--- config.mk ---
export PLATFORM = sky130hd
export DESIGN_NAME = audio_adc_clock_divider_config
export DESIGN_NICKNAME = d
export VERILOG_FILES = /design/src/rtl/clk_cfg_pkg.sv /design/src/rtl/audio_adc_clock_divider_config.sv
export SDC_FILE = /design/constraint.sdc
export NUM_CORES = 1
export LEC_CHECK = 0
export BUFFER_PORTS_ARGS = -buffer_cell sky130_fd_sc_hd__buf_4
export CAP_MARGIN = 20
export CORE_AREA = 2 2 113 115
export CTS_CLUSTER_SIZE = 25
export DETAILED_ROUTE_END_ITERATION = 8
export DIE_AREA = 0 0 115 117
export SLEW_MARGIN = 20
export SYNTH_ARGS = -nofsm -noshare
export SYNTH_HDL_FRONTEND = slang
export SYNTH_SLANG_ARGS = --single-unit
--- constraint.sdc ---
create_clock -name sys_clk_i -period 6.9 [get_ports sys_clk_i]
set_input_delay 0.345 -clock sys_clk_i [delete_from_list [all_inputs] [get_ports sys_clk_i]]
set_output_delay 0.345 -clock sys_clk_i [all_outputs]
set_load 0.02 [all_outputs]
--- src/rtl/clk_cfg_pkg.sv ---
package clk_cfg_pkg;

   // Register offsets on the control port
   localparam logic [7:0] OFS_DIV_EN   = 8'h45;
   localparam logic [7:0] OFS_OUT_SRC  = 8'h46;
   localparam logic [7:0] OFS_OUT_DIV  = 8'h47;
   localparam logic [7:0] OFS_BOOST    = 8'h48;
   localparam logic [7:0] OFS_SAR      = 8'h49;

   // Values after reset
   localparam logic [7:0] RST_DIV_EN   = 8'h00;
   localparam logic [7:0] RST_OUT_SRC  = 8'h00;
   localparam logic [7:0] RST_OUT_DIV  = 8'h01;
   localparam logic [7:0] RST_BOOST    = 8'h00;
   localparam logic [7:0] RST_SAR      = 8'h00;

   // Writable bits; the rest are reserved and read as zero
   localparam logic [7:0] WMASK_DIV_EN  = 8'h4F;
   localparam logic [7:0] WMASK_OUT_SRC = 8'h07;
   localparam logic [7:0] WMASK_OUT_DIV = 8'hFF;
   localparam logic [7:0] WMASK_BOOST   = 8'h7F;
   localparam logic [7:0] WMASK_SAR     = 8'hFF;

   // Field positions, divider-enable register
   localparam int unsigned POS_MOD_ON   = 6;
   localparam int unsigned POS_PBCLK_ON = 3;
   localparam int unsigned POS_SBCLK_ON = 2;
   localparam int unsigned POS_PFS_ON   = 1;
   localparam int unsigned POS_SFS_ON   = 0;

   // Field positions, output clock divider register
   localparam int unsigned POS_OUT_ON   = 7;

   // Field positions, boost and SAR setup registers
   localparam int unsigned POS_SRC_AUTO_OFF = 5;
   localparam int unsigned POS_SRC_PICK     = 4;
   localparam int unsigned POS_EN_AUTO_OFF  = 3;
   localparam int unsigned POS_MAN_ON       = 2;
   localparam int unsigned POS_BOOST_MODE   = 6;

   // Output clock source codes; 6 and 7 are reserved
   localparam int unsigned  NUM_SRC      = 6;
   localparam logic [2:0]   SRC_PLL      = 3'h0;
   localparam logic [2:0]   SRC_PBCLK    = 3'h1;
   localparam logic [2:0]   SRC_SBCLK    = 3'h2;
   localparam logic [2:0]   SRC_CONTROL_PORT_CLOCK     = 3'h3;
   localparam logic [2:0]   SRC_OSC      = 3'h4;
   localparam logic [2:0]   SRC_DSP      = 3'h5;

   // Output divider ratio for code 0
   localparam logic [7:0]   OUT_RATIO_ZERO = 8'h80;

   // Source edges per half period of the ~12 MHz base rate
   localparam logic [5:0]   BASE_HALF_DEFAULT = 6'h01;

   typedef struct packed {
      logic [7:0] div_en;
      logic [7:0] out_src;
      logic [7:0] out_div;
      logic [7:0] boost;
      logic [7:0] sar;
   } reg_file_t;

   typedef struct packed {
      logic [11:0] cnt;
      logic        on;
      logic        level;
   } gen_state_t;

   typedef struct packed {
      logic [6:0] cnt;
      logic [7:0] ratio;
      logic [2:0] src;
      logic       on;
      logic       level;
   } out_state_t;

endpackage : clk_cfg_pkg

--- src/rtl/audio_adc_clock_divider_config.sv ---
`timescale 1ns/10ps
`default_nettype none

module audio_adc_clock_divider_config
   import clk_cfg_pkg::*;
#(
   parameter logic [5:0] BASE_HALF = BASE_HALF_DEFAULT
) (
   input  wire logic                 sys_clk_i,
   input  wire logic                 reset_i,
   input  wire logic [7:0]           reg_addr_i,
   input  wire logic                 reg_wr_i,
   input  wire logic [7:0]           reg_wdata_i,
   input  wire logic                 reg_rd_i,
   output var  logic [7:0]           reg_rdata_o,
   input  wire logic [NUM_SRC-1:0]   source_clocks_i,
   input  wire logic                 boost_auto_osc_i,
   input  wire logic                 boost_auto_on_i,
   input  wire logic                 sar_auto_osc_i,
   input  wire logic                 sar_auto_on_i,
   output var  logic                 modulator_divider_on_o,
   output var  logic                 primary_bitclk_divider_on_o,
   output var  logic                 secondary_bitclk_divider_on_o,
   output var  logic                 primary_framesync_divider_on_o,
   output var  logic                 secondary_framesync_divider_on_o,
   output var  logic                 general_clock_output_o,
   output var  logic                 boost_clock_o,
   output var  logic                 sar_clock_o
);

   typedef struct packed {
      reg_file_t          regs;
      logic [7:0]         rdata;
      logic [NUM_SRC-1:0] sync1;
      logic [NUM_SRC-1:0] sync2;
      logic [NUM_SRC-1:0] prev;
      out_state_t         outd;
      gen_state_t         boost;
      gen_state_t         sar;
      logic               out_clk;
   } state_t;

   state_t s_q;
   state_t s_d;

   // Half period in source edges for a power-of-two slow-down
   function automatic logic [11:0] half_count(input logic [2:0] shift);
      logic [11:0] base;
      base = {6'h00, BASE_HALF};
      half_count = base << shift;
   endfunction : half_count

   // Masked register write keeps reserved bits at zero
   function automatic logic [7:0] masked(input logic [7:0] data,
                                         input logic [7:0] mask);
      masked = data & mask;
   endfunction : masked

   // Step of a boost or SAR style generator
   function automatic gen_state_t gen_step(input gen_state_t cur,
                                           input logic       tick,
                                           input logic       on_now,
                                           input logic [2:0] shift);
      gen_state_t nxt;
      nxt = cur;
      if (tick) begin
         if (cur.cnt == 12'h000) begin
            // Only act on half-period boundaries so no runt appears
            nxt.cnt = half_count(shift) - 12'h001;
            nxt.on  = on_now;
            if (on_now) begin
               nxt.level = ~cur.level;
            end else begin
               nxt.level = 1'b0;
            end
         end else begin
            nxt.cnt = cur.cnt - 12'h001;
         end
      end
      gen_step = nxt;
   endfunction : gen_step

   logic [NUM_SRC-1:0] edge_seen;
   logic [NUM_SRC-1:0] level_now;
   logic               out_tick;
   logic               out_src_level;
   logic [7:0]         new_ratio;
   logic [2:0]         new_src;
   logic               new_on;
   logic [7:0]         half_ratio;
   logic               boost_osc;
   logic               boost_on;
   logic [2:0]         boost_shift;
   logic               sar_osc;
   logic               sar_on;
   logic [2:0]         sar_shift;

   always_comb begin
      s_d = s_q;

      // Two-stage synchronisers; edge detection reads the second stage
      s_d.sync1 = source_clocks_i;
      s_d.sync2 = s_q.sync1;
      s_d.prev  = s_q.sync2;
      level_now = s_q.sync2;
      edge_seen = s_q.sync2 & ~s_q.prev;

      // Register writes
      if (reg_wr_i) begin
         unique case (reg_addr_i)
            OFS_DIV_EN: begin
               s_d.regs.div_en = masked(reg_wdata_i, WMASK_DIV_EN);
            end
            OFS_OUT_SRC: begin
               s_d.regs.out_src = masked(reg_wdata_i, WMASK_OUT_SRC);
            end
            OFS_OUT_DIV: begin
               s_d.regs.out_div = masked(reg_wdata_i, WMASK_OUT_DIV);
            end
            OFS_BOOST: begin
               s_d.regs.boost = masked(reg_wdata_i, WMASK_BOOST);
            end
            OFS_SAR: begin
               s_d.regs.sar = masked(reg_wdata_i, WMASK_SAR);
            end
            default: begin
            end
         endcase
      end

      // Register reads; unmapped addresses return zero
      if (reg_rd_i) begin
         unique case (reg_addr_i)
            OFS_DIV_EN:  s_d.rdata = s_q.regs.div_en;
            OFS_OUT_SRC: s_d.rdata = s_q.regs.out_src;
            OFS_OUT_DIV: s_d.rdata = s_q.regs.out_div;
            OFS_BOOST:   s_d.rdata = s_q.regs.boost;
            OFS_SAR:     s_d.rdata = s_q.regs.sar;
            default:     s_d.rdata = 8'h00;
         endcase
      end

      // General clock output divider
      new_src = s_q.regs.out_src[2:0];
      new_on  = s_q.regs.out_div[POS_OUT_ON] &&
                (new_src <= SRC_DSP);
      if (s_q.regs.out_div[6:0] == 7'h00) begin
         new_ratio = OUT_RATIO_ZERO;
      end else begin
         new_ratio = {1'b0, s_q.regs.out_div[6:0]};
      end
      if (s_q.outd.src <= SRC_DSP) begin
         out_tick      = edge_seen[s_q.outd.src];
         out_src_level = level_now[s_q.outd.src];
      end else begin
         out_tick      = 1'b0;
         out_src_level = 1'b0;
      end
      if (!s_q.outd.on) begin
         // Idle: pick up new settings right away, output held low
         s_d.outd.cnt   = 7'h00;
         s_d.outd.ratio = new_ratio;
         s_d.outd.src   = new_src;
         s_d.outd.on    = new_on;
      end else if (out_tick) begin
         if ({1'b0, s_q.outd.cnt} == s_q.outd.ratio - 8'h01) begin
            // Period boundary: safe point to change ratio or source
            s_d.outd.cnt   = 7'h00;
            s_d.outd.ratio = new_ratio;
            s_d.outd.src   = new_src;
            s_d.outd.on    = new_on;
         end else begin
            s_d.outd.cnt = s_q.outd.cnt + 7'h01;
         end
      end
      half_ratio = (s_q.outd.ratio + 8'h01) >> 1;
      if (!s_q.outd.on) begin
         s_d.out_clk = 1'b0;
      end else if (s_q.outd.ratio == 8'h01) begin
         // No pass-through pulse on a boundary that stops or moves it
         s_d.out_clk = out_src_level &&
                       !(out_tick && (!new_on || new_src != s_q.outd.src));
      end else begin
         s_d.out_clk = ({1'b0, s_q.outd.cnt} < half_ratio);
      end

      // Boost clock generator
      if (s_q.regs.boost[POS_SRC_AUTO_OFF]) begin
         boost_osc = s_q.regs.boost[POS_SRC_PICK];
      end else begin
         boost_osc = boost_auto_osc_i;
      end
      if (s_q.regs.boost[POS_EN_AUTO_OFF]) begin
         boost_on = s_q.regs.boost[POS_MAN_ON];
      end else begin
         boost_on = boost_auto_on_i;
      end
      // Base 12 MHz halved once for 6 MHz, twice for 3 MHz
      boost_shift = s_q.regs.boost[POS_BOOST_MODE] ? 3'h2 : 3'h1;
      if (s_q.regs.boost[POS_EN_AUTO_OFF]) begin
         boost_shift = boost_shift + {1'b0, s_q.regs.boost[1:0]};
      end
      s_d.boost = gen_step(s_q.boost,
                           boost_osc ? edge_seen[SRC_OSC]
                                     : edge_seen[SRC_PLL],
                           boost_on, boost_shift);

      // SAR clock generator
      if (s_q.regs.sar[POS_SRC_AUTO_OFF]) begin
         sar_osc = s_q.regs.sar[POS_SRC_PICK];
      end else begin
         sar_osc = sar_auto_osc_i;
      end
      if (s_q.regs.sar[POS_EN_AUTO_OFF]) begin
         sar_on = s_q.regs.sar[POS_MAN_ON];
      end else begin
         sar_on = sar_auto_on_i;
      end
      // Mode codes 0..3 map to 6, 3, 1.5 and 12 MHz
      unique case (s_q.regs.sar[7:6])
         2'h0: sar_shift = 3'h1;
         2'h1: sar_shift = 3'h2;
         2'h2: sar_shift = 3'h3;
         2'h3: sar_shift = 3'h0;
      endcase
      if (s_q.regs.sar[POS_EN_AUTO_OFF]) begin
         sar_shift = sar_shift + {1'b0, s_q.regs.sar[1:0]};
      end
      s_d.sar = gen_step(s_q.sar,
                         sar_osc ? edge_seen[SRC_OSC] : edge_seen[SRC_PLL],
                         sar_on, sar_shift);
   end

   always_ff @(posedge sys_clk_i) begin
      if (reset_i) begin
         s_q              <= '0;
         s_q.regs.div_en  <= RST_DIV_EN;
         s_q.regs.out_src <= RST_OUT_SRC;
         s_q.regs.out_div <= RST_OUT_DIV;
         s_q.regs.boost   <= RST_BOOST;
         s_q.regs.sar     <= RST_SAR;
         s_q.outd.ratio   <= 8'h01;
      end else begin
         s_q <= s_d;
      end
   end

   assign reg_rdata_o                     = s_q.rdata;
   assign modulator_divider_on_o          = s_q.regs.div_en[POS_MOD_ON];
   assign primary_bitclk_divider_on_o     = s_q.regs.div_en[POS_PBCLK_ON];
   assign secondary_bitclk_divider_on_o   = s_q.regs.div_en[POS_SBCLK_ON];
   assign primary_framesync_divider_on_o  = s_q.regs.div_en[POS_PFS_ON];
   assign secondary_framesync_divider_on_o = s_q.regs.div_en[POS_SFS_ON];
   assign general_clock_output_o          = s_q.out_clk;
   assign boost_clock_o                   = s_q.boost.level;
   assign sar_clock_o                     = s_q.sar.level;

endmodule : audio_adc_clock_divider_config

`default_nettype wire

==> results of run 1 <==
-- cell families (layout without fill, tap and decap cells) --
logic type,after synthesis,after routing,synth area share
multiplexers,33,33,0.06372
flip-flops,103,103,0.3791
buffers and inverters,57,79,0.05153
AO/OA/AOI/OAI,123,123,0.1498
XOR/XNOR,34,34,0.05613
adder cells (fa/ha/maj),16,16,0.03957
AND/OR/NAND/NOR,277,277,0.2602
-- stage by stage --
step | hold slack [ps] | instance area [um2] | cells | setup WS [ps]
CTS | 192.9 | 6067 | 815 | 3742
global route | 210.0 | 6067 | 815 | 3487
global placement | 431.2 | 5759 | 799 | 3875
floorplan | 413.8 | 5439 | 643 | 4241
detailed placement | 420.4 | 5759 | 799 | 3777
finish | 203.6 | 6067 | 815 | 3760
-- path summary, 6_finish.rpt --
kind,slack [ps],cells past startpoint,endpoint,startpoint
hold reg to reg,440,1,level_now[0],s_d[55]
setup / recovery,3760,9,s_q[41],s_q[34]
setup reg to reg,3760,9,s_q[41],s_q[34]
hold / removal,200,2,s_d[58],source_clocks_i[3]
-- sequential cells by signal, summed over array words and instances (netlist names) --
| name | flops |
|---|---|
| s_q | 72 |
| reg_rdata_o | 8 |
| level_now | 6 |
| s_d | 6 |
| new_src | 3 |
| boost_clock_o | 1 |
| general_clock_output_o | 1 |
| modulator_divider_on_o | 1 |
| primary_bitclk_divider_on_o | 1 |
| primary_framesync_divider_on_o | 1 |
| sar_clock_o | 1 |
| secondary_bitclk_divider_on_o | 1 |
| secondary_framesync_divider_on_o | 1 |
-- worst register-to-register path, stage by stage, from the launching register on --
cell and delay [ps]:
dfxtp_1 510, inv_1 130, ha_1 340, xnor2_2 190, a21oi_1 90, a211o_1 270, or3_4 400, o31ai_4 720
mux2i_1 290, nor2_1 60
-- Yosys cell counts, drive strengths merged, types with 11 or more instances --
cell,instances
a21oi,48
buf,18
clkbuf,23
dfxtp,103
ha,14
inv,16
mux2i,29
nand2,61
nand2b,11
nand3,32
nor2,79
nor2b,30
nor3,13
o21ai,14
xnor2,16
xor2,18
-- final cells by class --
class / count / share of cell area
clock inverter: 5 / 0.01072
tap: 150 / 0.03093
inverter: 16 / 0.009899
timing repair buffer: 47 / 0.05816
clock buffer: 11 / 0.04001
multi-input combinational: 483 / 0.5104
sequential: 103 / 0.3399
-- power groups by stage --
stage / sequential [mW] / combinational [mW] / clock (mW)
finish: 0.621 / 0.180 / 0.524
global route: 0.623 / 0.202 / 0.560
CTS: 0.621 / 0.181 / 0.539
detailed placement: 0.634 / 0.180 / 0
global placement: 0.634 / 0.178 / 0
floorplan: 0.632 / 0.134 / 0
-- routing by layer --
layer	vias up	track usage
met1	2118	0.2499
li1	2304	-
met3	18	0.03141
met4	0	0.07791
met5	-	0
met2	79	0.3282
==> results.sh, run 1 <==
export IMPL_syn2layout_area_growth_pct=11.55
export IMPL_ys_async_sr_fraction=0
export IMPL_fill_cells=1181
export IMPL_cp_max_fo=14
export IMPL_antenna_found_initial=0
export IMPL_ctsResizeCount=0
export IMPL_cts_max_level=3
export IMPL_cp_buffers_inverters=1
export IMPL_synth_top_cell_area_share=0.3791
export IMPL_p_sw_frac=0.2615
export IMPL_clock_latency_ps=350
export IMPL_endpoint_kind="flip-flop"
export IMPL_p_int_mw=0.9788
export IMPL_netlist_area_mm2=0.005439
export IMPL_multi_input_area_mm2=0.003097
export IMPL_grt_max_degree=98
export IMPL_io_buffers=45
export IMPL_p_switching_mw=0.3466
export IMPL_grt_pass1_vias=4140
export IMPL_outcome="complete, no violations"
export IMPL_fin_setup_tns_ps=0
export IMPL_place_congestion=0.8457
export IMPL_rsz0062_at_grt="false"
export IMPL_fin_crit_sh=0.4551
export IMPL_drive_gt1_frac=0.1113
export IMPL_drc_errors=0
export IMPL_synth_top_cell_by_area="dfxtp_1"
export IMPL_worstPathArrival_ps=3350
export IMPL_ys_seq_elements=103
export IMPL_wl_met1_mm=5.735
export IMPL_clk_pin_slew_ps=70
export IMPL_most_common_layout_cells="103 x dfxtp_1, 79 x nor2_1, 61 x nand2_1, 48 x a21oi_1, 47 x buf_4"
export IMPL_drt_iter0_drc=353
export IMPL_final_common_cell="dfxtp_1"
export IMPL_start_util=0.4418
export IMPL_min_path_type="in2reg"
export IMPL_setup_violations=0
export IMPL_p_seq_frac=0.469
export IMPL_ys_types=67
export IMPL_clockPowerShare=0.395
export IMPL_slew_headroom=0.3457
export IMPL_max_cap_violations=0
export IMPL_yosys_warnings=0
export IMPL_wirelength_mm=12.63
export IMPL_grt_pass1_wl_mm=20.67
export IMPL_diodes=0
export IMPL_clockRootBuffer="clkbuf_16"
export IMPL_crit_family="compound AO/OA/AOI/OAI gates"
export IMPL_power_density_mw_per_mm2=218.5
export IMPL_core_mm2=0.01231
export IMPL_tightest_slew_ps=981.4
export IMPL_dieWidth_um=115
export IMPL_seq_area_mm2=0.002062
export IMPL_synth_edf_count=0
export IMPL_p_leak_nw=2.374
export IMPL_via_count=4519
export IMPL_max_freq_mhz=318.5
export IMPL_post_dp_hpwl_mm=9.064
export IMPL_wl_met3_um=435
export IMPL_required_ps=7110
export IMPL_slowest_delay_ps=720
export IMPL_cts_hold_buffers=0
export IMPL_cts_buffers=9
export IMPL_report_final_slew_viol_count=0
export IMPL_die_y_um=117
export IMPL_boundaryPins=46
export IMPL_met2_length_mm=6.215
export IMPL_grt_overflow_total=0
export IMPL_power_mw=1.325
export IMPL_synth_area_leaders="dfxtp_1 38%, nor2_1 5.5%, mux2i_1 5.3%"
export IMPL_syn_avg_cell_area_um2=8.459
export IMPL_firstDrtPassIters=7
export IMPL_synthesis_nets=689
export IMPL_avgRoutedWirePerCell_um=15.50
export IMPL_postCtsSetupBuffers=0
export IMPL_worstPathCellList="inv_1, ha_1, xnor2_2, a21oi_1, a211o_1, or3_4, o31ai_4, mux2i_1, nor2_1"
export IMPL_post_route_min_period_ps=3140
export IMPL_cts_tree="yes"
export IMPL_syn_inst=643
export IMPL_slowest_stage="o31ai_4"
export IMPL_yosysSeqAreaShare=0.3791
export IMPL_final_nets=706
export IMPL_final_hold_viol_count=0
export IMPL_finClkSkew_ps=8.403
export IMPL_p_comb_frac=0.136
export IMPL_rows=41
export IMPL_synth_flop_cell="dfxtp_1"
export IMPL_critical_path_class="reg2reg"
export IMPL_grt_usage=0.1945
export IMPL_die_area_mm2=0.01346
export IMPL_cts_sinks=103
export IMPL_clk_path_buf_depth=2
export IMPL_finish_utilization=0.4928
export IMPL_start_kind="flip-flop"
export IMPL_peakVddDrop_mv=0.1535
export IMPL_vias_per_cell=5.545
export IMPL_topRoutingLayerUsed="met4"
export IMPL_drt_antenna_violating_nets=0
No activity file was read; power rests on OpenSTA's default activity.
==> run 2: changes to the inputs <==
- clock period: 6.9 -> 2.55 ns (I/O delays scaled with it)
==> results.sh, run 2 (synthesis gave the netlist of run 1 again) <==
export IMPL_outcome="complete, but fails checks"
export IMPL_failed_checks="negative setup slack"
export IMPL_drive_gt1_frac=0.2244
export IMPL_p_switching_mw=1.049
export IMPL_required_ps=2780
export IMPL_rsz0062_at_grt="true"
export IMPL_wirelength_mm=13.55
export IMPL_firstDrtPassIters=4
export IMPL_drt_antenna_violating_nets=0
export IMPL_largest_register_ffs=72
export IMPL_clk_path_buf_depth=2
export IMPL_cts_tree="yes"
export IMPL_p_int_mw=2.764
export IMPL_fin_crit_sh=1.042
export IMPL_final_common_cell="dfxtp_1"
export IMPL_avgRoutedWirePerCell_um=15.53
export IMPL_drt_iter0_drc=250
export IMPL_grt_pass1_vias=4427
export IMPL_clockPowerShare=0.381
export IMPL_p_comb_frac=0.178
export IMPL_syn2layout_area_growth_pct=23.79
export IMPL_fin_ws_ps=-106.8
export IMPL_tightest_slew_ps=667.7
export IMPL_top_register="s_q"
export IMPL_start_kind="flip-flop"
export IMPL_fin_hold_ws_ps=38.97
export IMPL_report_final_slew_viol_count=0
export IMPL_cts_buffers=9
export IMPL_peakVddDrop_mv=0.3565
export IMPL_power_mw=3.813
export IMPL_clk_pin_slew_ps=70
export IMPL_fill_cells=1128
export IMPL_grt_max_degree=62
export IMPL_cts_max_level=3
export IMPL_dieWidth_um=115
export IMPL_power_density_mw_per_mm2=566.4
export IMPL_rows=41
export IMPL_stdcell_area_mm2=0.006733
export IMPL_most_common_layout_cells="97 x dfxtp_1, 93 x buf_4, 78 x nor2_1, 60 x nand2_1, 46 x a21oi_1"
export IMPL_die_area_mm2=0.01346
export IMPL_clockRootBuffer="clkbuf_16"
export IMPL_cp_max_fo=4
export IMPL_start_util=0.4418
export IMPL_setup_violations=5
export IMPL_core_mm2=0.01231
export IMPL_place_congestion=0.8391
export IMPL_max_freq_mhz=376.4
export IMPL_final_hold_viol_count=0
export IMPL_diodes=0
export IMPL_p_sw_frac=0.2752
export IMPL_post_dp_hpwl_mm=9.469
export IMPL_p_seq_frac=0.441
export IMPL_via_count=4752
export IMPL_boundaryPins=46
export IMPL_slew_headroom=0.5508
export IMPL_post_route_min_period_ps=2657
export IMPL_endpoint_kind="flip-flop"
export IMPL_grt_overflow_total=0
export IMPL_final_nets=763
export IMPL_max_cap_violations=0
export IMPL_critical_path_class="reg2reg"
export IMPL_dp_slack_ps=-205.2
export IMPL_finClkSkew_ps=6.211
export IMPL_p_leak_nw=2.691
export IMPL_post_dp_cell_area_mm2=0.006055
export IMPL_min_path_type="in2reg"
export IMPL_io_buffers=45
export IMPL_worstPathArrival_ps=2880
export IMPL_die_y_um=117
export IMPL_grt_pass1_wl_mm=21.78
export IMPL_fin_cells=872
export IMPL_drc_errors=0
export IMPL_antenna_found_initial=0
export IMPL_dp_cells=835
export IMPL_clock_latency_ps=360
export IMPL_vias_per_cell=5.450
export IMPL_cts_sinks=103
export IMPL_grt_usage=0.2068
-- run 2: repair_timing --
item | in CTS | in global routing
hold buffers | 6 | 0
setup buffers | 9 | 6
resized for setup | 21 | 25
endpoints found under the setup margin | 6 | 31
hold endpoints to repair | 6 | 0
pin swaps | 11 | 20
-- run 2: metal layers --
metal	routed length, um	track usage
met2	6958	0.3635
met1	5963	0.2508
met5	0	0
met4	195	0.06506
met3	429	0.04995
-- run 2: cell type report --
type | count | area [um2] | area share
clock buffers | 9 | 225.2 | 0.03345
inverters | 16 | 62.56 | 0.009292
flip-flops and latches | 103 | 2074 | 0.3081
well taps | 150 | 187.7 | 0.02788
clock inverters | 7 | 86.33 | 0.01282
repair buffers | 104 | 823.3 | 0.1223
multi-input cells | 483 | 3273 | 0.4862
-- run 2: worst paths after layout --
check,start,end,slack [ps],cells past startpoint
setup / recovery,s_q[81],s_q[11],-110,14
hold / removal,reg_wdata_i[5],s_q[88],40,3
setup reg to reg,s_q[81],s_q[11],-110,14
hold reg to reg,s_d[59],level_now[4],450,1
-- run 2: worst max-delay path: stages, from the launching register on --
cell       delay (ps)
dfxtp_4           410
inv_4              50
ha_4              150
inv_2              50
fa_2              460
nand2_2            90
o22a_1            130
nor2_1             40
nor2_1            150
ha_2              240
o2111ai_4         150
nor4_4            270
buf_4             170
xnor2_2           100
nor2_1             50
-- run 2: metrics by stage --
step	util	TNS, ps
3_5_place_dp	0.4918	-406.3
3_3_place_gp	0.4918	-72.71
4_1_cts	0.5363	-209.1
6_report	0.5469	-273.2
5_1_grt	0.5469	-1500
2_1_floorplan	-	-18.30
-- run 2: power groups by stage --
stage               registers [mW]  clock network, mW  logic [mW]
finish                        1.68               1.45       0.679
global route                  1.69               1.55       0.757
CTS                           1.68               1.49       0.643
detailed placement            1.72                  0       0.577
global placement              1.72                  0       0.572
floorplan                     1.71                  0       0.371
